File: config.mk
export PLATFORM = sky130hd
export DESIGN_NAME = config_identify_responder
export DESIGN_NICKNAME = d
export VERILOG_FILES = /design/src/rtl/dco_identify_pkg.sv /design/src/rtl/overlay_word_rom.sv /design/src/rtl/host_reg_port.sv /design/src/rtl/config_identify_responder.sv
export SDC_FILE = /design/constraint.sdc
export NUM_CORES = 1
export LEC_CHECK = 0
export BUFFER_PORTS_ARGS = -buffer_cell sky130_fd_sc_hd__buf_2
export CAP_MARGIN = 20
export CORE_UTILIZATION = 45
export CTS_CLUSTER_SIZE = 40
export DETAILED_ROUTE_END_ITERATION = 10
export PLACE_DENSITY = 0.91
export SETUP_SLACK_MARGIN = 0.5
export SYNTH_ARGS = -nofsm -noshare
export SYNTH_HDL_FRONTEND = slang
export SYNTH_SLANG_ARGS = --single-unit
File: constraint.sdc
create_clock -name clk_i -period 2 [get_ports clk_i]
set_input_delay 0.4 -clock clk_i [delete_from_list [all_inputs] [get_ports clk_i]]
set_output_delay 0.4 -clock clk_i [all_outputs]
set_load 0.02 [all_outputs]
File: src/rtl/dco_identify_pkg.sv
// Purpose: Shared constants and types for the overlay identify responder
// Assumes: One 250 MHz clock, synchronous active-low resets
// Notes:   Register offsets are byte addresses on the plain register port
package dco_identify_pkg;

    // ------------------------------------------------------------------
    // Command decoding
    // ------------------------------------------------------------------
    localparam logic [7:0]  CMD_CONFIG_OVERLAY = 8'hB1;
    localparam logic [7:0]  SUB_IDENTIFY       = 8'h02;

    // ------------------------------------------------------------------
    // Capability structure contents
    // ------------------------------------------------------------------
    localparam logic [15:0] WORD_REVISION   = 16'h0001;
    localparam logic [15:0] WORD_MWDMA      = 16'h0007;
    localparam logic [15:0] WORD_UDMA       = 16'h003F;
    localparam logic [15:0] WORD_FEATURES   = 16'h008F;
    localparam logic [15:0] WORD_RESERVED   = 16'h0000;
    localparam logic [7:0]  SIGNATURE       = 8'hA5;
    localparam logic [63:0] MAX_LBA_LARGE   = 64'h0000_0000_04A8_52FF;
    localparam logic [63:0] MAX_LBA_SMALL   = 64'h0000_0000_0254_297F;
    localparam logic [7:0]  IDX_REVISION    = 8'h00;
    localparam logic [7:0]  IDX_MWDMA       = 8'h01;
    localparam logic [7:0]  IDX_UDMA        = 8'h02;
    localparam logic [7:0]  IDX_LBA_FIRST   = 8'h03;
    localparam logic [7:0]  IDX_LBA_LAST    = 8'h06;
    localparam logic [7:0]  IDX_FEATURES    = 8'h07;
    localparam logic [7:0]  IDX_LAST        = 8'hFF;
    localparam logic [8:0]  WORD_COUNT      = 9'h100;

    // ------------------------------------------------------------------
    // Register map and fields
    // ------------------------------------------------------------------
    localparam logic [3:0]  REG_STATUS      = 4'h0;
    localparam logic [3:0]  REG_MASK        = 4'h4;
    localparam logic [3:0]  REG_STATE       = 4'h8;
    localparam logic [3:0]  REG_CTRL        = 4'hC;
    localparam int          EV_DONE         = 0;
    localparam int          EV_ABORT        = 1;
    localparam int          ST_FROZEN_POS   = 0;
    localparam int          ST_BUSY_POS     = 1;
    localparam int          ST_DRQ_POS      = 2;
    localparam int          ST_ABORT_POS    = 3;
    localparam int          ST_INDEX_POS    = 8;
    localparam logic [1:0]  MASK_RESET      = 2'h0;
    localparam logic        CTRL_RESET      = 1'b1;

    // Task-file fields that this block looks at
    typedef struct packed {
        logic [7:0] code;
        logic [7:0] features;
        logic       drive_select_bit;
    } taskfile_type;

    typedef enum logic [1:0] {
        ST_IDLE  = 2'b00,
        ST_FETCH = 2'b01,
        ST_XFER  = 2'b10
    } xfer_state_type;

endpackage : dco_identify_pkg

File: src/rtl/overlay_word_rom.sv
// Purpose: Constant 256-word capability structure with registered read data
// Assumes: Address is held steady for one cycle before data is used
// Notes:   Integrity byte is worked out at elaboration from the other words
module overlay_word_rom
    import dco_identify_pkg::*;
#(
    parameter bit LARGE_CAPACITY = 1'b1
) (
    // Clock and reset
    input  wire logic        clk_i,
    input  wire logic        resetn_i,
    // Read port
    input  wire logic [7:0]  addr_i,
    output logic      [15:0] q_o
);

    localparam logic [63:0] MAX_LBA = LARGE_CAPACITY ? MAX_LBA_LARGE : MAX_LBA_SMALL;

    // ------------------------------------------------------------------
    // Structure contents
    // ------------------------------------------------------------------
    // Words before the integrity word; full set, never overlay-reduced
    function automatic logic [15:0] plain_word(input logic [7:0] idx);
        logic [15:0] w;
        w = WORD_RESERVED;
        if (idx == IDX_REVISION) w = WORD_REVISION;
        if (idx == IDX_MWDMA)    w = WORD_MWDMA;
        if (idx == IDX_UDMA)     w = WORD_UDMA;
        if (idx >= IDX_LBA_FIRST && idx <= IDX_LBA_LAST)
            w = MAX_LBA[16*(idx-IDX_LBA_FIRST) +: 16];
        if (idx == IDX_FEATURES) w = WORD_FEATURES;
        return w;
    endfunction : plain_word

    // Byte sum of words 0..7 plus signature, negated
    function automatic logic [7:0] integrity_byte();
        logic [7:0] s;
        logic [15:0] w;
        s = SIGNATURE;
        for (int i = 0; i <= int'(IDX_FEATURES); i++) begin
            w = plain_word(8'(i));
            s = s + w[7:0] + w[15:8];
        end
        return 8'(-s);
    endfunction : integrity_byte

    localparam logic [15:0] WORD_INTEGRITY = {integrity_byte(), SIGNATURE};

    // Registered read data
    always_ff @(posedge clk_i) begin
        if (!resetn_i) begin
            q_o <= 16'h0000;
        end else if (addr_i == IDX_LAST) begin
            q_o <= WORD_INTEGRITY;
        end else begin
            q_o <= plain_word(addr_i);
        end
    end

endmodule : overlay_word_rom

File: src/rtl/host_reg_port.sv
// Purpose: Register port with sticky event status, mask and interrupt
// Assumes: Read data is wanted one cycle after the read strobe
// Notes:   A status read clears it; an event in that cycle still sets
module host_reg_port
    import dco_identify_pkg::*;
(
    // Clock and reset
    input  wire logic        clk_i,
    input  wire logic        resetn_i,
    // Register port
    input  wire logic [3:0]  addr_i,
    input  wire logic [31:0] wdata_i,
    input  wire logic        wr_i,
    input  wire logic        rd_i,
    output logic      [31:0] rdata_o,
    // Block side
    input  wire logic [1:0]  events_i,
    input  wire logic [31:0] state_i,
    output logic             enable_o,
    output logic             irq_o
);

    logic [1:0] status_reg;
    logic [1:0] status_next;
    logic [1:0] mask_reg;

    // Sticky status, set wins over read clear
    always_comb begin
        status_next = status_reg;
        if (rd_i && addr_i == REG_STATUS) status_next = 2'h0;
        status_next = status_next | events_i;
    end

    // Status, mask, control and interrupt level
    always_ff @(posedge clk_i) begin
        if (!resetn_i) begin
            status_reg <= 2'h0;
            mask_reg   <= MASK_RESET;
            enable_o   <= CTRL_RESET;
            irq_o      <= 1'b0;
        end else begin
            status_reg <= status_next;
            if (wr_i && addr_i == REG_MASK) mask_reg <= wdata_i[1:0];
            if (wr_i && addr_i == REG_CTRL) enable_o <= wdata_i[0];
            irq_o <= |(status_next & (wr_i && addr_i == REG_MASK ? wdata_i[1:0] : mask_reg));
        end
    end

    // Read data, zero for unmapped offsets
    always_ff @(posedge clk_i) begin
        if (!resetn_i) begin
            rdata_o <= 32'h0000_0000;
        end else if (rd_i) begin
            unique case (addr_i)
                REG_STATUS: rdata_o <= {30'h0, status_reg};
                REG_MASK:   rdata_o <= {30'h0, mask_reg};
                REG_STATE:  rdata_o <= state_i;
                REG_CTRL:   rdata_o <= {31'h0, enable_o};
                default:    rdata_o <= 32'h0000_0000;
            endcase
        end
    end

endmodule : host_reg_port

File: src/rtl/config_identify_responder.sv
// Purpose: Device side of the configuration-overlay identify command
// Assumes: Task-file writes and data reads arrive synchronous to clk_i
// Notes:   Freeze state is cleared only by the power-on reset input
module config_identify_responder
    import dco_identify_pkg::*;
#(
    parameter bit LARGE_CAPACITY = 1'b1
) (
    // Clock and resets
    input  wire logic         clk_i,
    input  wire logic         resetn_i,
    input  wire logic         power_on_resetn_i,
    // Drive identity
    input  wire logic         own_drive_i,
    // Task-file command
    input  wire logic         cmd_valid_i,
    input  wire taskfile_type cmd_i,
    input  wire logic         freeze_lock_done_i,
    // PIO data-in
    input  wire logic         data_read_i,
    output logic      [15:0]  data_o,
    output logic              drq_o,
    output logic              busy_o,
    output logic              abort_o,
    // Register port
    input  wire logic [3:0]   reg_addr_i,
    input  wire logic [31:0]  reg_wdata_i,
    input  wire logic         reg_wr_i,
    input  wire logic         reg_rd_i,
    output logic      [31:0]  reg_rdata_o,
    output logic              irq_o
);

    // ------------------------------------------------------------------
    // Declarations
    // ------------------------------------------------------------------
    xfer_state_type state_reg;
    xfer_state_type state_next;
    logic [7:0]     word_idx_reg;
    logic           frozen_reg;
    logic           ev_done_reg;
    logic           ev_abort_reg;
    logic           enable;
    logic           accept;
    logic           start_ok;
    logic           start_abort;
    logic           word_taken;
    logic           last_taken;
    logic [31:0]    state_word;

    // Identify request pattern in the task file
    function automatic logic is_identify(input taskfile_type tf);
        return tf.code == CMD_CONFIG_OVERLAY && tf.features == SUB_IDENTIFY;
    endfunction : is_identify

    // Request aimed at this drive
    function automatic logic for_this_drive(input taskfile_type tf, input logic own);
        return tf.drive_select_bit == own;
    endfunction : for_this_drive

    // ------------------------------------------------------------------
    // Command acceptance
    // ------------------------------------------------------------------
    // Only an idle, enabled, selected drive takes the request
    assign accept      = cmd_valid_i && is_identify(cmd_i)
                         && for_this_drive(cmd_i, own_drive_i)
                         && enable && state_reg == ST_IDLE;
    assign start_ok    = accept && !frozen_reg;
    assign start_abort = accept && frozen_reg;
    assign word_taken  = state_reg == ST_XFER && data_read_i;
    assign last_taken  = word_taken && word_idx_reg == IDX_LAST;

    // Freeze flag, cleared only by power-on reset
    always_ff @(posedge clk_i) begin
        if (!power_on_resetn_i) begin
            frozen_reg <= 1'b0;
        end else if (freeze_lock_done_i) begin
            frozen_reg <= 1'b1;
        end
    end

    // ------------------------------------------------------------------
    // Transfer sequencing
    // ------------------------------------------------------------------
    // Next state: fetch a word, offer it, wait for the host to take it
    always_comb begin
        state_next = state_reg;
        unique case (state_reg)
            ST_IDLE: begin
                if (start_ok) state_next = ST_FETCH;
            end
            ST_FETCH: begin
                state_next = ST_XFER;
            end
            ST_XFER: begin
                if (last_taken) begin
                    state_next = ST_IDLE;
                end else if (word_taken) begin
                    state_next = ST_FETCH;
                end
            end
            default: begin
                state_next = ST_IDLE;
            end
        endcase
    end

    // State register
    always_ff @(posedge clk_i) begin
        if (!resetn_i) begin
            state_reg <= ST_IDLE;
        end else begin
            state_reg <= state_next;
        end
    end

    // Word index walks 0..255 in order
    always_ff @(posedge clk_i) begin
        if (!resetn_i) begin
            word_idx_reg <= 8'h00;
        end else if (start_ok) begin
            word_idx_reg <= 8'h00;
        end else if (word_taken && !last_taken) begin
            word_idx_reg <= word_idx_reg + 8'h01;
        end
    end

    // Status outputs: busy while fetching, request while a word stands
    always_ff @(posedge clk_i) begin
        if (!resetn_i) begin
            drq_o  <= 1'b0;
            busy_o <= 1'b0;
        end else begin
            drq_o  <= state_next == ST_XFER;
            busy_o <= state_next == ST_FETCH;
        end
    end

    // Abort status, held until the next accepted request
    always_ff @(posedge clk_i) begin
        if (!resetn_i) begin
            abort_o <= 1'b0;
        end else if (start_abort) begin
            abort_o <= 1'b1;
        end else if (start_ok) begin
            abort_o <= 1'b0;
        end
    end

    // One-cycle completion events for the status register
    always_ff @(posedge clk_i) begin
        if (!resetn_i) begin
            ev_done_reg  <= 1'b0;
            ev_abort_reg <= 1'b0;
        end else begin
            ev_done_reg  <= last_taken;
            ev_abort_reg <= start_abort;
        end
    end

    // ------------------------------------------------------------------
    // Structure store and register port
    // ------------------------------------------------------------------
    overlay_word_rom #(
        .LARGE_CAPACITY (LARGE_CAPACITY)
    ) u_rom (
        .clk_i    (clk_i),
        .resetn_i (resetn_i),
        .addr_i   (word_idx_reg),
        .q_o      (data_o)
    );

    // Software-visible state of the block
    always_comb begin
        state_word                = 32'h0000_0000;
        state_word[ST_FROZEN_POS] = frozen_reg;
        state_word[ST_BUSY_POS]   = busy_o;
        state_word[ST_DRQ_POS]    = drq_o;
        state_word[ST_ABORT_POS]  = abort_o;
        state_word[ST_INDEX_POS +: 8] = word_idx_reg;
    end

    host_reg_port u_regs (
        .clk_i    (clk_i),
        .resetn_i (resetn_i),
        .addr_i   (reg_addr_i),
        .wdata_i  (reg_wdata_i),
        .wr_i     (reg_wr_i),
        .rd_i     (reg_rd_i),
        .rdata_o  (reg_rdata_o),
        .events_i ({ev_abort_reg, ev_done_reg}),
        .state_i  (state_word),
        .enable_o (enable),
        .irq_o    (irq_o)
    );

    // ------------------------------------------------------------------
    // Checking helpers
    // ------------------------------------------------------------------
    logic [8:0] read_count_reg;
    logic [7:0] byte_sum_reg;

    // Words taken and their running byte sum in the current transfer
    always_ff @(posedge clk_i) begin
        if (!resetn_i || start_ok) begin
            read_count_reg <= 9'h000;
            byte_sum_reg   <= 8'h00;
        end else if (word_taken) begin
            read_count_reg <= read_count_reg + 9'h001;
            byte_sum_reg   <= byte_sum_reg + data_o[7:0] + data_o[15:8];
        end
    end

    // ------------------------------------------------------------------
    // Assertions
    // ------------------------------------------------------------------
    a_decode_start: assert property (@(posedge clk_i) disable iff (!resetn_i)
        (state_reg == ST_IDLE && cmd_valid_i && enable && !frozen_reg
         && for_this_drive(cmd_i, own_drive_i) && !is_identify(cmd_i))
        |=> state_reg == ST_IDLE)
        else $error("non-identify command started a transfer");

    a_other_drive: assert property (@(posedge clk_i) disable iff (!resetn_i)
        (state_reg == ST_IDLE && cmd_valid_i && cmd_i.drive_select_bit != own_drive_i)
        |=> state_reg == ST_IDLE && !abort_o == !$past(abort_o))
        else $error("request for the other drive was acted on");

    a_drq_follows: assert property (@(posedge clk_i) disable iff (!resetn_i)
        start_ok |=> busy_o ##1 drq_o && !busy_o && data_o == WORD_REVISION)
        else $error("data request did not follow acceptance");

    a_word_count: assert property (@(posedge clk_i) disable iff (!resetn_i)
        ev_done_reg |-> read_count_reg == WORD_COUNT && !drq_o && !abort_o)
        else $error("transfer did not end after 256 words");

    a_frozen_abort: assert property (@(posedge clk_i) disable iff (!resetn_i)
        start_abort |=> abort_o && !drq_o && !busy_o ##1 !drq_o)
        else $error("frozen device did not abort");

    a_freeze_holds: assert property (@(posedge clk_i)
        disable iff (!power_on_resetn_i)
        frozen_reg |=> frozen_reg)
        else $error("freeze lock lost before power cycle");

    a_reserved_words: assert property (@(posedge clk_i) disable iff (!resetn_i)
        (drq_o && word_idx_reg > IDX_FEATURES && word_idx_reg < IDX_LAST)
        |-> data_o == WORD_RESERVED)
        else $error("reserved word not zero");

    a_mode_words: assert property (@(posedge clk_i) disable iff (!resetn_i)
        drq_o |-> (word_idx_reg != IDX_MWDMA || data_o == WORD_MWDMA)
              && (word_idx_reg != IDX_UDMA || data_o == WORD_UDMA))
        else $error("DMA mode word wrong");

    a_lba_words: assert property (@(posedge clk_i) disable iff (!resetn_i)
        (drq_o && word_idx_reg == IDX_LBA_FIRST) |-> data_o
        == (LARGE_CAPACITY ? MAX_LBA_LARGE[15:0] : MAX_LBA_SMALL[15:0]))
        else $error("lowest LBA word wrong");

    a_feature_word: assert property (@(posedge clk_i) disable iff (!resetn_i)
        (drq_o && word_idx_reg == IDX_FEATURES) |-> data_o == WORD_FEATURES)
        else $error("feature-set word wrong");

    a_signature: assert property (@(posedge clk_i) disable iff (!resetn_i)
        (drq_o && word_idx_reg == IDX_LAST) |-> data_o[7:0] == SIGNATURE)
        else $error("integrity signature wrong");

    a_byte_sum: assert property (@(posedge clk_i) disable iff (!resetn_i)
        ev_done_reg |-> byte_sum_reg == 8'h00)
        else $error("structure byte sum not zero");

    // Top LBA word is always zero
    a_lba_upper: assert property (@(posedge clk_i)
        disable iff (!resetn_i)
        (drq_o && word_idx_reg == IDX_LBA_LAST)
        |-> data_o == WORD_RESERVED)
        else $error("top LBA word not zero");

    // Word 0 carries the revision
    a_revision_word: assert property (@(posedge clk_i)
        disable iff (!resetn_i)
        (drq_o && word_idx_reg == IDX_REVISION)
        |-> data_o == WORD_REVISION)
        else $error("revision word wrong");

    // Request and busy never together
    a_drq_busy_apart: assert property (@(posedge clk_i)
        disable iff (!resetn_i)
        !(drq_o && busy_o))
        else $error("drq and busy both high");

    // Aborted command moves no data
    a_abort_no_data: assert property (@(posedge clk_i)
        disable iff (!resetn_i)
        abort_o
        |-> !drq_o
        && !busy_o)
        else $error("data activity after abort");

    // Freeze pulse locks at the next edge
    a_frozen_sets: assert property (@(posedge clk_i)
        disable iff (!power_on_resetn_i)
        freeze_lock_done_i
        |=> frozen_reg)
        else $error("freeze lock not taken");

    // Each taken word except the last steps the index
    a_read_steps: assert property (@(posedge clk_i)
        disable iff (!resetn_i)
        (word_taken
        && !last_taken)
        |=> word_idx_reg == $past(word_idx_reg) + 8'h01)
        else $error("word index did not step");

    // Completion leaves the block idle
    a_done_idle: assert property (@(posedge clk_i)
        disable iff (!resetn_i)
        ev_done_reg
        |-> state_reg == ST_IDLE
        && word_idx_reg == IDX_LAST)
        else $error("block not idle after last word");

endmodule : config_identify_responder

==> flow_summary_export.csv <==
group,metric,value,unit
setup_path,critPathTopFamily,"simple AND/OR/NAND/NOR gates",
routing,final_antenna_net_count,0,
setup_path,cp_data_arrival_time,1.90,ns
setup_path,cp_num_buf_inv,1,
synthesis,ys_top_cells_by_count,"dfxtp_1 (44), buf_4 (26), nor2_1 (24)",
power,max-vdd-ir-drop,0.000245,V
timing,holdWs,0.302,ns
finish,drive_gt1_share,40.8,%
die,dieArea,0.00513,sq mm
routing,vias,2072,
synthesis,synth_edf_count,0,
global_routing,grt.total_usage,21.5,%
synthesis,synth-main-ff-cell,"dfxtp_1",
finish,largest_reg_flops,12,
timing,fin_skew,0.00312,ns
synthesis,synth_top_cell_area_share,40.4,%
timing,final.setup.tns,0,ns
synthesis,synthTopCellsByArea,"dfxtp_1 (40%), buf_4 (8.9%), a21oi_1 (4.8%)",
clock_network,postCtsHoldBufs,0,
place,gp_congestion,0.897,
routing,drt_iter0_drc,241,
setup_path,worst-setup-path-type,"reg2reg",
place,dp_slack,0.0907,ns
power,switching_power,0.000381,W
die,fp.dieH,71.6,microns
place,placed_cells,341,
finish,stdcell_count,366,
setup_path,crit_chain,"ha_4 -> buf_6 -> and2_1 -> and4_1 -> mux2i_1 -> nor2_2",
global_routing,overflow,0,
die,fp-row-count,24,
finish,fillers,332,
clock_network,cts_root_buf,"clkbuf_8",
clock_network,cts.sinks,44,
synthesis,ys_seq_area_share,40.4,%
timing,fin_crit,1.72,ns
synthesis,synth_area_per_cell,9.13,sq um
finish,insertedDiodeCount,0,
setup_path,critPathSlowestCell,"dfxtp_4",
timing,max_freq,581,MHz
finish,ff_latch_area,897,sq um
timing,layout_setup_ws,0.278,ns
place,port_buffers,61,
global_routing,antenna_found_initial,0,
clock_network,cts_max_path_buffers,2,
die,start_util,48.4,%
power,p_int,0.00123,W
routing,routed_wl,6.31,mm
timing,grt_setup_unrepaired,"true",
synthesis,netlist_area,0.00218,sq mm
clock_network,numCtsBuffers,5,
power,comb_power_share,8.6,%
finish,multi_input_area,0.00127,sq mm
power,p_leak,1.25,nW
timing,setup_viol,0,
global_routing,grt_pass1_wl,8.52,mm
routing,viasPerCell,5.66,
power,switching_share,23.6,%
clock_network,cts.htree.levels,2,
synthesis,synth_cells,239,
routing,dr.pass1.iters,7,
power,clkPwrFrac,36.9,%
setup_path,crit_path_start_kind,"register",
synthesis,synth_most_common_cell,"dfxtp_1",
finish,final_nets,381,
setup_path,cp.required,2.17,ns
die,io_pins,114,
timing,finalCritPeriodShare,86.1,%
clock_network,insertion_delay,0.29,ns
routing,post_drt_wl_per_cell,17.2,microns
die,core,0.00450,sq mm
worst_hold_path,hold_class,"in2reg",
synthesis,synth_area_leader_cell,"dfxtp_1",
synthesis,synth.distinct_cells,52,
timing,hold_viol_final,0,
clock_network,cts_tree,"built",
setup_path,path_max_fanout,5,
finish,area_growth,30.0,%
routing,drcViolationCount,0,
run,max-cap-violations,0,
synthesis,ys_ff_latch,44,
setup_path,endpoint_kind,"register",
setup_path,max_stage_delay,0.40,ns
timing,finalMaxSlewViolations,0,
power,p_seq_share,54.5,%
clock_network,clk_pin_slew,0.08,ns
place,dp_hpwl,3.54,mm
die,die_w,71.6,microns
synthesis,yosysWarnings,0,
synthesis,synthArstFlopShare,0,%
outcome,status,"finished clean",
global_routing,grt_max_degree,19,
power,power_density,568,mW/mm^2
global_routing,grt_pass1_vias,1847,
[power by group through the flow]
| stage | clock [W] | combinational [W] | sequential (W) |
|---|---|---|---|
| 2_1_floorplan | 0 | 0.000113 | 0.000903 |
| 3_3_place_gp | 0 | 0.000124 | 0.000902 |
| 3_5_place_dp | 0 | 0.000127 | 0.000902 |
| 4_1_cts | 0.000588 | 0.000132 | 0.000880 |
| 5_1_grt | 0.000617 | 0.000146 | 0.000879 |
| 6_report | 0.000595 | 0.000139 | 0.000878 |
[worst paths after layout]
kind	start	to	slack, ns	depth (start not counted)
worst max-delay path	word_idx_reg[0]$_SDFFE_PP0P_	word_idx_reg[6]$_SDFFE_PP0P_	0.28	6
worst min-delay path	freeze_lock_done_i	frozen_reg$_SDFFE_PN0P_	0.30	2
worst max register to register	word_idx_reg[0]$_SDFFE_PP0P_	word_idx_reg[6]$_SDFFE_PP0P_	0.28	6
worst min register to register	u_regs.rdata_o[0]$_SDFFE_PN0P_	u_regs.rdata_o[0]$_SDFFE_PN0P_	0.47	2
[kinds of logic after synthesis]
| kind of cell | share of synthesized area (%) |
|---|---|
| flops | 40.4 |
| fa+ha+maj | 2.29 |
| buf+inv | 12.0 |
| other cells | 0.172 |
| mux | 3.78 |
| compound gates | 14.2 |
| simple gates | 24.7 |
| xor+xnor | 2.41 |
[cells in the final DEF (no fill, tap or decap), drive strengths merged, types with 2 or more instances in the layout]
master	netlist	final
nand2	10	10
buf	30	83
nand4bb	2	2
xnor2	3	3
or3b	3	3
nor2	24	24
nand4	3	3
inv	6	6
o2111ai	2	2
nand3b	3	3
and4	2	2
mux2i	6	6
o211a	2	2
nand2b	5	5
a21oi	21	21
ha	4	4
or4	2	2
a31oi	4	4
o21ai	6	6
nand3	2	2
and2	4	4
conb	1	22
o31ai	4	4
xor2	3	3
nor4b	2	2
clkbuf	6	7
nor3	6	6
o31a	2	2
nor4	2	2
dfxtp	44	44
nor2b	10	10
[stage by stage]
stage / total power [W] / utilization [%] / area, sq um
after floorplan: 0.00102 / - / 2320
after detailed placement: 0.00103 / 54.8 / 2470
final: 0.00161 / 63.0 / 2840
after global placement: 0.00103 / 54.8 / 2470
after CTS: 0.00160 / 60.7 / 2730
after global routing: 0.00164 / 63.0 / 2840
[cell type report]
| class | count | share of cell area (%) |
|---|---|---|
| clock buffers | 6 | 3.31 |
| multi-input cells | 173 | 44.7 |
| well taps | 52 | 2.29 |
| inverters | 7 | 0.926 |
| repair buffers | 84 | 17.2 |
| flip-flops and latches | 44 | 31.6 |
[routing by layer]
metal / vias up / global-route usage, % / wire length [microns]
li1: 939 / - / -
met1: 954 / 24.2 / 2270
met2: 153 / 39.4 / 3270
met3: 26 / 4.22 / 501
met4: 0 / 8.71 / 267
met5: - / 0 / 0
[what timing repair did]
action / 4_1_cts / 5_1_grt
gates cloned: 0 / 0
setup endpoints to repair: 21 / 22
resized for setup: 26 / 10
setup buffers: 10 / 9
pin swaps: 16 / 10
(Power assumes the default switching activity.)
